===== src/rtl/sapw_defines.svh =====
/*
 * Constants of the scaled analog PWM block: register offsets, field
 * positions, reset values, value limits and time base figures.
 * Assumes inclusion by bare name from the block's design files.
 */
`ifndef SAPW_DEFINES_SVH
`define SAPW_DEFINES_SVH

// Register byte offsets
`define SAPW_OFS_CTRL    8'h00
`define SAPW_OFS_GAIN    8'h04
`define SAPW_OFS_OFFSET  8'h08
`define SAPW_OFS_MIN     8'h0C
`define SAPW_OFS_MAX     8'h10
`define SAPW_OFS_PERIOD  8'h14
`define SAPW_OFS_DEC     8'h18
`define SAPW_OFS_STATUS  8'h1C
`define SAPW_OFS_SCALED  8'h20

// Field positions
`define SAPW_CTRL_PSRC_BIT  0
`define SAPW_STAT_OUT_BIT   0
`define SAPW_STAT_RUN_BIT   1

// Reset values
`define SAPW_CTRL_RST    1'h0
`define SAPW_GAIN_RST    16'h0064
`define SAPW_OFFSET_RST  16'h0000
`define SAPW_MIN_RST     16'h0000
`define SAPW_MAX_RST     16'h03E8
`define SAPW_PERIOD_RST  16'h03E8
`define SAPW_DEC_RST     2'h0

// Setting limits: gain in hundredths, offset in counts
`define SAPW_GAIN_LIM    32'sh0000_03E8
`define SAPW_OFFSET_LIM  32'sh0000_2710
`define SAPW_GAIN_DIV    32'sh0000_0064

// Time base: one period step in ns, clock period in ns
`define SAPW_TICK_NS     1000000
`define SAPW_CLK_NS      25

`endif


===== src/rtl/sapw_pkg.sv =====
/*
 * Types of the scaled analog PWM block.
 * Assumes sapw_defines.svh for numeric constants.
 */
package sapw_pkg;

   // Scaling and range settings carried together
   typedef struct packed {
      logic signed [15:0] gain;
      logic signed [15:0] offset;
      logic signed [15:0] min;
      logic signed [15:0] max;
   } sapw_scale_t;

   // Modulator states
   typedef enum logic {
      SAPW_ST_IDLE,
      SAPW_ST_RUN
   } sapw_state_t;

endpackage


===== src/rtl/sapw_duty.sv =====
/*
 * Scaling and duty decision of the PWM block: forms the scaled value
 * and decides the output level for a given step within a period.
 * Assumes settings and sample are stable inputs on the same clock.
 */
`timescale 1ns/100ps
`include "sapw_defines.svh"

module sapw_duty (
   input wire sapw_pkg::sapw_scale_t cfg,
   input wire logic signed [15:0] sample,
   input wire logic [15:0] count,
   input wire logic [15:0] period,
   output logic signed [31:0] scaled,
   output logic level
);

   logic signed [31:0] prod;
   logic signed [32:0] num;
   logic signed [32:0] span;
   logic [32:0] lhs;
   logic [32:0] rhs;

   // Gain in hundredths, then offset
   always_comb begin
      prod = 32'(cfg.gain) * 32'(sample);
      scaled = prod / `SAPW_GAIN_DIV + 32'(cfg.offset);
   end

   // Fraction of the range compared by cross products, no divider
   always_comb begin
      num = 33'(scaled) - 33'(cfg.min);
      span = 33'(cfg.max) - 33'(cfg.min);
      lhs = 33'(count) * 33'(span[16:0]);
      rhs = 33'(period) * 33'(num[16:0]);
      if (span <= 33'sh0_0000_0000 || num <= 33'sh0_0000_0000) begin
         level = 1'b0;
      end else if (num >= span) begin
         level = (period != 16'h0000);
      end else begin
         level = (lhs < rhs);
      end
   end

endmodule // sapw_duty


===== src/rtl/sapw_top.sv =====
/*
 * Scaled analog PWM generator: register port, input synchronisers,
 * period time base and output stage around the duty calculation.
 * Assumes one 40 MHz clock, a synchronous active-low reset, and that
 * the enable and the analog sample come from outside this clock.
 */
`timescale 1ns/100ps
`include "sapw_defines.svh"

// Summary of operation
// - Modulation starts only on a low-to-high change of the enable.
// - The working value is the sample times the gain plus the offset.
// - Gain is held within plus or minus 10.00, offset within 10000.
// - Each period the output is high for the range fraction, else low.
// - The fraction uses the scaled value against the set min and max.
// - The high/low pattern repeats each period while enable stays high.
// - The decimals setting is stored for display and never used here.
// - The period may come from another block's live output value.
module sapw_top #(
   parameter int TICK_CYCLES = `SAPW_TICK_NS / `SAPW_CLK_NS
) (
   input wire logic clk,
   input wire logic reset_n,
   input wire logic ce,
   input wire logic enable_in,
   input wire logic signed [15:0] analog_sample_in,
   input wire logic [15:0] period_ext_in,
   input wire logic [7:0] reg_addr,
   input wire logic [31:0] reg_wdata,
   input wire logic reg_wr,
   input wire logic reg_rd,
   output logic [31:0] reg_rdata,
   output logic pwm_out,
   output logic running
);

   // Elaboration check: the tick counter is 16 bits wide
   if (TICK_CYCLES < 1 || TICK_CYCLES > 65536) begin : g_tick_check
      $error("TICK_CYCLES out of range");
   end

   // Saturate a signed write value to plus or minus a limit
   function automatic logic signed [15:0] sat16(
      input logic [31:0] val,
      input logic signed [31:0] lim
   );
      logic signed [31:0] s;
      s = signed'(val);
      if (s > lim) begin
         sat16 = 16'(lim);
      end else if (s < -lim) begin
         sat16 = 16'(-lim);
      end else begin
         sat16 = s[15:0];
      end
   endfunction

   // Run state decode, shared by status read and output
   function automatic logic is_run(input sapw_pkg::sapw_state_t st);
      is_run = (st == sapw_pkg::SAPW_ST_RUN);
   endfunction

   // Synchroniser stages
   logic en_s1_r;
   logic en_s2_r;
   logic en_prev_r;
   logic signed [15:0] smp_s1_r;
   logic signed [15:0] smp_s2_r;

   // Sample word kept once it has settled
   logic signed [15:0] smp_prev_r;
   logic signed [15:0] smp_hold_r;
   logic signed [15:0] smp_hold_nxt;

   // Settings
   logic psrc_r;
   logic psrc_nxt;
   sapw_pkg::sapw_scale_t scale_r;
   sapw_pkg::sapw_scale_t scale_nxt;
   logic [15:0] period_r;
   logic [15:0] period_nxt;
   logic [1:0] dec_r;
   logic [1:0] dec_nxt;
   logic [31:0] rdata_r;
   logic [31:0] rdata_nxt;

   // Time base and output
   sapw_pkg::sapw_state_t state_r;
   sapw_pkg::sapw_state_t state_nxt;
   logic [15:0] tick_r;
   logic [15:0] tick_nxt;
   logic [15:0] cnt_r;
   logic [15:0] cnt_nxt;
   logic [15:0] cur_period_r;
   logic [15:0] cur_period_nxt;
   logic out_r;
   logic out_nxt;

   logic [15:0] period_sel;
   logic enable_rise;
   logic tick_end;
   logic signed [31:0] scaled;
   logic level;

   localparam logic [15:0] TICK_LAST = 16'(TICK_CYCLES - 1);

   // Two-stage synchronisers; edge detect reads the second stage only
   always_ff @(posedge clk) begin
      if (!reset_n) begin
         en_s1_r <= 1'b0;
         en_s2_r <= 1'b0;
         en_prev_r <= 1'b0;
         smp_s1_r <= 16'sh0000;
         smp_s2_r <= 16'sh0000;
         smp_prev_r <= 16'sh0000;
         smp_hold_r <= 16'sh0000;
      end else if (ce) begin
         en_s1_r <= enable_in;
         en_s2_r <= en_s1_r;
         en_prev_r <= en_s2_r;
         smp_s1_r <= analog_sample_in;
         smp_s2_r <= smp_s1_r;
         smp_prev_r <= smp_s2_r;
         smp_hold_r <= smp_hold_nxt;
      end
   end

   assign enable_rise = en_s2_r && !en_prev_r;

   // Sample taken only when two synchronised copies agree,
   // so a word caught mid-change never reaches the scaling
   assign smp_hold_nxt = (smp_s2_r == smp_prev_r) ? smp_s2_r : smp_hold_r;

   // Period source: own setting or another block's live value
   assign period_sel = psrc_r ? period_ext_in : period_r;

   // Register writes and read data
   always_comb begin
      psrc_nxt = psrc_r;
      scale_nxt = scale_r;
      period_nxt = period_r;
      dec_nxt = dec_r;
      rdata_nxt = 32'h0000_0000;
      if (reg_wr) begin
         case (reg_addr)
            `SAPW_OFS_CTRL: begin
               psrc_nxt = reg_wdata[`SAPW_CTRL_PSRC_BIT];
            end
            `SAPW_OFS_GAIN: begin
               scale_nxt.gain = sat16(reg_wdata, `SAPW_GAIN_LIM);
            end
            `SAPW_OFS_OFFSET: begin
               scale_nxt.offset =
                  sat16(reg_wdata, `SAPW_OFFSET_LIM);
            end
            `SAPW_OFS_MIN: begin
               scale_nxt.min = reg_wdata[15:0];
            end
            `SAPW_OFS_MAX: begin
               scale_nxt.max = reg_wdata[15:0];
            end
            `SAPW_OFS_PERIOD: begin
               period_nxt = reg_wdata[15:0];
            end
            `SAPW_OFS_DEC: begin
               dec_nxt = reg_wdata[1:0];
            end
            default: begin
               psrc_nxt = psrc_r;
            end
         endcase
      end
      if (reg_rd) begin
         case (reg_addr)
            `SAPW_OFS_CTRL: begin
               rdata_nxt[`SAPW_CTRL_PSRC_BIT] = psrc_r;
            end
            `SAPW_OFS_GAIN: begin
               rdata_nxt = 32'(scale_r.gain);
            end
            `SAPW_OFS_OFFSET: begin
               rdata_nxt = 32'(scale_r.offset);
            end
            `SAPW_OFS_MIN: begin
               rdata_nxt = 32'(scale_r.min);
            end
            `SAPW_OFS_MAX: begin
               rdata_nxt = 32'(scale_r.max);
            end
            `SAPW_OFS_PERIOD: begin
               rdata_nxt = {16'h0000, period_sel};
            end
            `SAPW_OFS_DEC: begin
               rdata_nxt = {30'h0000_0000, dec_r};
            end
            `SAPW_OFS_STATUS: begin
               rdata_nxt[`SAPW_STAT_OUT_BIT] = out_r;
               rdata_nxt[`SAPW_STAT_RUN_BIT] = is_run(state_r);
            end
            `SAPW_OFS_SCALED: begin
               rdata_nxt = scaled;
            end
            default: begin
               rdata_nxt = 32'h0000_0000;
            end
         endcase
      end
   end

   // Register state
   always_ff @(posedge clk) begin
      if (!reset_n) begin
         psrc_r <= `SAPW_CTRL_RST;
         scale_r.gain <= `SAPW_GAIN_RST;
         scale_r.offset <= `SAPW_OFFSET_RST;
         scale_r.min <= `SAPW_MIN_RST;
         scale_r.max <= `SAPW_MAX_RST;
         period_r <= `SAPW_PERIOD_RST;
         dec_r <= `SAPW_DEC_RST;
         rdata_r <= 32'h0000_0000;
      end else if (ce) begin
         psrc_r <= psrc_nxt;
         scale_r <= scale_nxt;
         period_r <= period_nxt;
         dec_r <= dec_nxt;
         rdata_r <= rdata_nxt;
      end
   end

   // Scaling and duty decision for the current step
   sapw_duty u_duty (
      .cfg(scale_r),
      .sample(smp_hold_r),
      .count(cnt_r),
      .period(cur_period_r),
      .scaled(scaled),
      .level(level)
   );

   assign tick_end = (tick_r == TICK_LAST);

   // Time base: ticks make steps, steps make periods
   always_comb begin
      state_nxt = state_r;
      tick_nxt = tick_r;
      cnt_nxt = cnt_r;
      cur_period_nxt = cur_period_r;
      out_nxt = 1'b0;
      case (state_r)
         sapw_pkg::SAPW_ST_IDLE: begin
            if (enable_rise) begin
               state_nxt = sapw_pkg::SAPW_ST_RUN;
               tick_nxt = 16'h0000;
               cnt_nxt = 16'h0000;
               cur_period_nxt = period_sel;
            end
         end
         sapw_pkg::SAPW_ST_RUN: begin
            if (!en_s2_r) begin
               state_nxt = sapw_pkg::SAPW_ST_IDLE;
            end else begin
               out_nxt = level;
               if (tick_end) begin
                  tick_nxt = 16'h0000;
                  if (cnt_r + 16'h0001 >= cur_period_r) begin
                     cnt_nxt = 16'h0000;
                     cur_period_nxt = period_sel;
                  end else begin
                     cnt_nxt = cnt_r + 16'h0001;
                  end
               end else begin
                  tick_nxt = tick_r + 16'h0001;
               end
            end
         end
         default: begin
            state_nxt = sapw_pkg::SAPW_ST_IDLE;
         end
      endcase
   end

   // Time base state
   always_ff @(posedge clk) begin
      if (!reset_n) begin
         state_r <= sapw_pkg::SAPW_ST_IDLE;
         tick_r <= 16'h0000;
         cnt_r <= 16'h0000;
         cur_period_r <= 16'h0000;
         out_r <= 1'b0;
      end else if (ce) begin
         state_r <= state_nxt;
         tick_r <= tick_nxt;
         cnt_r <= cnt_nxt;
         cur_period_r <= cur_period_nxt;
         out_r <= out_nxt;
      end
   end

   assign pwm_out = out_r;   // Low whenever not running
   assign running = is_run(state_r);
   assign reg_rdata = rdata_r;

endmodule // sapw_top


===== config.mk =====
export PLATFORM = sky130hd
export DESIGN_NAME = sapw_top
export DESIGN_NICKNAME = d
export VERILOG_FILES = /design/src/rtl/sapw_pkg.sv /design/src/rtl/sapw_duty.sv /design/src/rtl/sapw_top.sv
export VERILOG_INCLUDE_DIRS = /design/src /design/src/rtl
export SDC_FILE = /design/constraint.sdc
export NUM_CORES = 2
export LEC_CHECK = 0
export ABC_CLOCK_PERIOD_IN_PS = 44200
export BUFFER_PORTS_ARGS = -buffer_cell sky130_fd_sc_hd__buf_4
export CAP_MARGIN = 20
export CORE_ASPECT_RATIO = 1.75
export CORE_UTILIZATION = 33
export CTS_CLUSTER_DIAMETER = 120
export CTS_CLUSTER_SIZE = 24
export DETAILED_ROUTE_END_ITERATION = 16
export GPL_TIMING_DRIVEN = 0
export PLACE_DENSITY_LB_ADDON = 0.3
export SLEW_MARGIN = 0
export SYNTH_ARGS = -nofsm -noshare
export SYNTH_HDL_FRONTEND = slang
export SYNTH_SLANG_ARGS = --single-unit

===== constraint.sdc =====
create_clock -name clk -period 44.2 [get_ports clk]
set_input_delay 4.42 -clock clk [delete_from_list [all_inputs] [get_ports clk]]
set_output_delay 4.42 -clock clk [all_outputs]
set_load 0.02 [all_outputs]

=== After elaboration in Yosys (flattened, before gate mapping) ===
Cells that the tools add are included.
W data, S select, Z words.

* Output and inout bits: 34
* Bits of input ports: 78
* Word-level logic and storage cells: 98
* Register bits: 232

* Divide/modulo/power cells: 1
* $mul: 3
* Bitwise logic cells: 1
* Magnitude comparators: 9
* Reductions and logical operators: 16
* Muxes and demuxes: 29
* Eq/ne operators: 14
* Add/sub/neg operators: 5

{| class="wikitable"
|+ Operators with widths
! operator !! count
|-
| $mux W16 || 15
|-
| $pmux W30 S6 || 1
|-
| $pmux W16 S2 || 3
|-
| $le A33 B1 Y1 const B || 2
|-
| $mul A16 B17 Y33 || 2
|-
| $ge A33 B33 Y1 || 1
|-
| $lt A33 B33 Y1 || 1
|-
| $sub A32 B16 Y33 || 1
|-
| $add A16 B1 Y16 const B || 2
|-
| $add A32 B16 Y32 || 1
|-
| $div A32 B8 Y32 const B || 1
|-
| $eq A8 B5 Y1 const B || 4
|-
| $gt A32 B11 Y1 const B || 1
|-
| $gt A32 B15 Y1 const B || 1
|-
| $lt A32 B11 Y1 const B || 1
|-
| $lt A32 B15 Y1 const B || 1
|-
| $mul A16 B16 Y32 || 1
|-
| $mux W32 || 1
|-
| $reduce_and A3 Y1 || 8
|-
| $sub A16 B16 Y17 || 1
|-
| $eq A16 B16 Y1 || 1
|-
| $eq A16 B16 Y1 const B || 1
|-
| $eq A8 B4 Y1 const B || 2
|-
| $ge A16 B16 Y1 || 1
|-
| other kinds (17) || 24
|}

=== Logic depth before layout (Yosys ltp) ===
* Depth after elaboration: 10
* Mapped depth: 165

=== Modules after synthesis ===
A second synthesis with hierarchy kept.

* Cells, all modules: 5,934
* Area, all modules: 49,563.8 um2

{| class="wikitable"
|+ By module, submodules not included
! module !! instances !! area an instance (um2) !! cells each
|-
| sapw_duty || 1 || 38,841.0 || 4,759
|-
| sapw_top || 1 || 10,722.8 || 1,175
|}

=== Worst setup path before layout ===
Ideal clock, no wire load.

* Path type: reg2reg
* Start: register scale_r[63] in the netlist's numbering
* End: register out_r, in the netlist pwm_out
* Stages on the path, launching flop included: 149
* Setup time: 76 ps
* Buffers on the path: 9
* Arrival: 33,518 ps
* Setup slack: 10,607 ps
* Cell sequence: dfxtp_1 -> clkbuf_1 -> clkbuf_1 -> nand2_1 -> fa_1 -> inv_1 -> fa_1 -> fa_1 -> fa_1 -> fa_1 -> inv_1 -> fa_1 -> inv_1 -> ha_1 -> a21o_1 -> a31o_2 -> or3_1 -> mux2i_1 -> [... 113 more ...] -> o21ai_0 -> a21oi_1 -> o21ai_0 -> a21oi_1 -> o21bai_1 -> a21oi_1 -> o21bai_1 -> a21oi_1 -> xnor2_1 -> ha_1 -> nand4_1 -> nor2_1 -> a221oi_1 -> mux2i_1 -> or4_1 -> nor3_1 -> o21ai_0 -> a21boi_0

* Longest elaborated chain between the ends: 10
* Elaborated cells between the ends (all ways): 13

{| class="wikitable"
|+ RTL lines
! item !! line !! RTL
|-
| start, declared || sapw_top.sv:78 || <nowiki>sapw_pkg::sapw_scale_t scale_r;</nowiki>
|-
| start signal, assigned || sapw_top.sv:223 || <nowiki>scale_r <= scale_nxt;</nowiki>
|-
| $mul A16 B16 Y32 (*) || sapw_duty.sv:26 || <nowiki>prod = 32'(cfg.gain) * 32'(sample);</nowiki>
|-
| $div A32 B8 Y32 (no source line) (*) || -- ||
|-
| $add A32 B16 Y32 (*) || sapw_duty.sv:27 || <nowiki>scaled = prod / `SAPW_GAIN_DIV + 32'(cfg.offset);</nowiki>
|-
| $sub A32 B16 Y33 (*) || sapw_duty.sv:32 || <nowiki>num = 33'(scaled) - 33'(cfg.min);</nowiki>
|-
| $mul A16 B17 Y33 || sapw_duty.sv:35 || <nowiki>rhs = 33'(period) * 33'(num[16:0]);</nowiki>
|-
| $lt A33 B33 Y1 || sapw_duty.sv:41 || <nowiki>level = (lhs < rhs);</nowiki>
|-
| $mux W1 || sapw_duty.sv:38 || <nowiki>end else if (num >= span) begin</nowiki>
|-
| $mux W1 (*) || sapw_duty.sv:36 || <nowiki>if (span <= 33'sh0_0000_0000 || num <= 33'sh0_0000_0000) begin</nowiki>
|-
| $mux W1 (*) || sapw_top.sv:259 || <nowiki>if (!en_s2_r) begin</nowiki>
|-
| $mux W1 (*) || sapw_top.sv:249 || <nowiki>case (state_r)</nowiki>
|-
| end signal, assigned || sapw_top.sv:295 || <nowiki>out_r <= out_nxt;</nowiki>
|-
| end, declared || sapw_top.sv:96 || <nowiki>logic out_r;</nowiki>
|}

Every way passes the cells marked *; elsewhere a longest branch is shown, timed or not.
A chain may end at the register's enable or synchronous reset.

=== Worst setup path in the final report ===
* Start: register scale_r[49] in the netlist's numbering
* End: register out_r, in the netlist pwm_out

Same word-level chain as after synthesis.

==> impl_metrics.json <==
{
  "status": "finished, final reports clean",
  "ys.warnings.count": 0,
  "grt_usage_pct": 23.5,
  "globalplace.congestion": 0.974,
  "synth_area_leaders": "fa_1 27%, ha_1 11%, dfxtp_1 9.2%, inv_1 7.3%, nand2_1 5.4%",
  "ys_top_cells_by_count": "976 x inv_1, 724 x nand2_1, 681 x fa_1",
  "crit_path_start_kind": "flip-flop",
  "finalHoldViolCount": 0,
  "grt-ovfl-total": 0,
  "grt_pass1_vias": 46500,
  "async_reset_ff_share_pct": 0,
  "avgSynthCellArea_um2": 8.30,
  "worstPathArrival_ps": 42320,
  "area_delta_synth_final_pct": 7.81,
  "cts_setup_buffers": 0,
  "htreeDepth": 1,
  "tns_ps": 0,
  "reg2reg_depth": 143,
  "core_area_um2": 152000,
  "vias": 43600,
  "synthDominantCellAreaShare_pct": 27.0,
  "synthCells": 6070,
  "rsz0062_at_grt": "false",
  "met1_usage_pct": 21.7,
  "port_buffers": 102,
  "synth_enable_flop_cells": 0,
  "num_rows": 189,
  "fmax_mhz": 23.9,
  "grt_pass1_wl_um": 275000,
  "die_y_um": 519,
  "die_w_um": 297,
  "timing_worst_setup_path_type": "flip-flop to flip-flop",
  "finalClockSkew_ps": 34.9,
  "cts_buffers": 13,
  "grt_use_met3_pct": 2.66,
  "slowest_stage": "a311oi_2",
  "cts_buffer_depth": 3,
  "wl_um": 182000,
  "worst_pin_slew_ps": 1230,
  "synth_top_cell_by_area": "fa_1",
  "cp-end-kind": "flip-flop",
  "clk_latency_ps": 540,
  "setup_viol": 0,
  "endpoint": "pwm_out",
  "drtPass1Iterations": 6,
  "drt_iter0_markers": 2385,
  "syn_nets": 7287,
  "period_share_pct": 94.7,
  "cts.sinks": 232,
  "root_buffer": "clkbuf_16",
  "antenna_found_initial": 16,
  "reg2reg_slack_ps": 2350,
  "cts_tree": "done",
  "syn_area_um2": 50400,
  "slew_violations": 0,
  "ys_seq_elements": 232,
  "viasPerCell": 5.31,
  "regToRegEndpoint": "pwm_out",
  "avgRoutedWirePerCell_um": 22.2,
  "busiest_layer": "met2",
  "layout_min_cycle_time_ps": 41850,
  "ys_seq_area_share_pct": 9.21,
  "layout.nets": 7422,
  "use_met2_pct": 45.3,
  "hold_class": "flip-flop to flip-flop",
  "drcViolationCount": 0,
  "hold_slack_ps": 473,
  "crit_start": "scale_r[49]",
  "drive_gt1_share_pct": 5.03,
  "ant_nets": 0,
  "synth-main-ff-cell": "dfxtp_1",
  "cp_common_cell": "a21oi_1",
  "fp.dieArea_um2": 154000,
  "clk_pin_slew_worst_paths_ps": 120,
  "yosysMostFrequentCell": "inv_1",
  "start_util_pct": 33.3,
  "ys_types": 138,
  "critical_path_required_ps": 44670,
  "grt_max_degree": 25,
  "ios": 112,
  "crit-reg2reg-launch": "scale_r[49]",
  "max_stage_delay_ps": 830,
  "crit_fanout": 10,
  "relSlewSlack_pct": 17.3,
  "drv_cap": 0,
  "dp_hpwl_um": 157000
}
## worst max-delay path, delay by kind of cell, from the launching register on
family	cells	cell delay, ps
AOI/OAI and AO/OA	75	20990
xor gates and xnor gates	8	2380
adders and majority gates	19	8270
buffers and inverters	14	3200
DFF	1	780
muxes	2	550
and+or+nand+nor	25	5570
## area by class of cell
class | count | area (um^2)
Tap cell | 2005 | 2510
Multi-Input combinational cell | 4583 | 41100
Clock inverter | 2 | 17.5
Buffer | 272 | 1090
Timing Repair Buffer | 123 | 936
Inverter | 980 | 3680
Clock buffer | 13 | 325
Fill cell | 15800 | 97200
Antenna cell | 9 | 22.5
Sequential cell | 232 | 4640
## metal layers
metal	wire [um]	part of all wire [%]	vias up
met5	77	0.042	-
met1	58500	32	21500
li1	-	-	20200
met3	7900	4.3	557
met2	97300	53	1318
met4	18300	10	12
## cells by family after synthesis
kind of cell | synth area share, %
and+or+nand+nor | 18.9
xor gates and xnor gates | 5.18
AOI/OAI and AO/OA | 15.8
DFF | 9.21
adders and majority gates | 38.5
muxes | 2.86
buffers and inverters | 9.47
## through the flow
stage / instances / util (%) / setup WS (ps) / instance area (um^2)
detailed placement: 8191 / 35.5 / 871 / 53800
global placement: 8177 / 35.4 / 826 / 53700
floorplan: 6070 / - / 10610 / 50400
global route: 8210 / 35.8 / 47.6 / 54300
finish: 8219 / 35.9 / 2350 / 54300
CTS: 8206 / 35.7 / 757 / 54200
## placed cells by master, fill, tap and decap left out, types with 58 or more instances in the layout
cell,netlist,routed
dfxtp_1,232,232
nand3_1,82,82
nor2b_1,133,133
xor2_1,99,97
a21oi_1,293,293
nor2_1,203,203
buf_4,7,122
ha_1,458,458
fa_1,681,680
xnor2_1,186,183
a21o_1,61,61
mux2i_1,124,123
nor3_1,64,62
o22ai_1,58,58
and2_1,369,369
inv_1,976,976
nand2b_1,61,61
clkbuf_1,237,226
o21ai_0,158,158
nand2_1,724,724
## registers in the layout (all words and copies together) (netlist names), 2 cells and up
signal        count
smp_hold_r       16
smp_s2_r         16
tick_r           16
scale_r          64
cnt_r            16
period_r         16
dec_r             2
smp_prev_r       16
cur_period_r     16
reg_rdata        32
smp_s1_r         16
## worst min-delay path by stage
| stage | cells after the start | from | end | slack, ps |
|---|---|---|---|---|
| 6_report | 2 | period_r[10] | period_r[10] | 470 |
| 3_3_place_gp | 2 | period_r[15] | period_r[15] | 450 |
| 3_5_place_dp | 2 | period_r[15] | period_r[15] | 460 |
| 2_1_floorplan | 2 | period_r[8] | period_r[8] | 440 |
| 5_1_grt | 2 | period_r[1] | period_r[1] | 500 |
| 4_1_cts | 2 | period_r[15] | period_r[15] | 480 |
## timing repair
| action | CTS | global route |
|---|---|---|
| hold buffers | 0 | 0 |
| setup endpoints to repair | 0 | 1 |
| gates resized for setup | 0 | 33 |
Power is not shown: default switching activity piles up to over one toggle a cycle in this logic, so the estimate is an artifact.
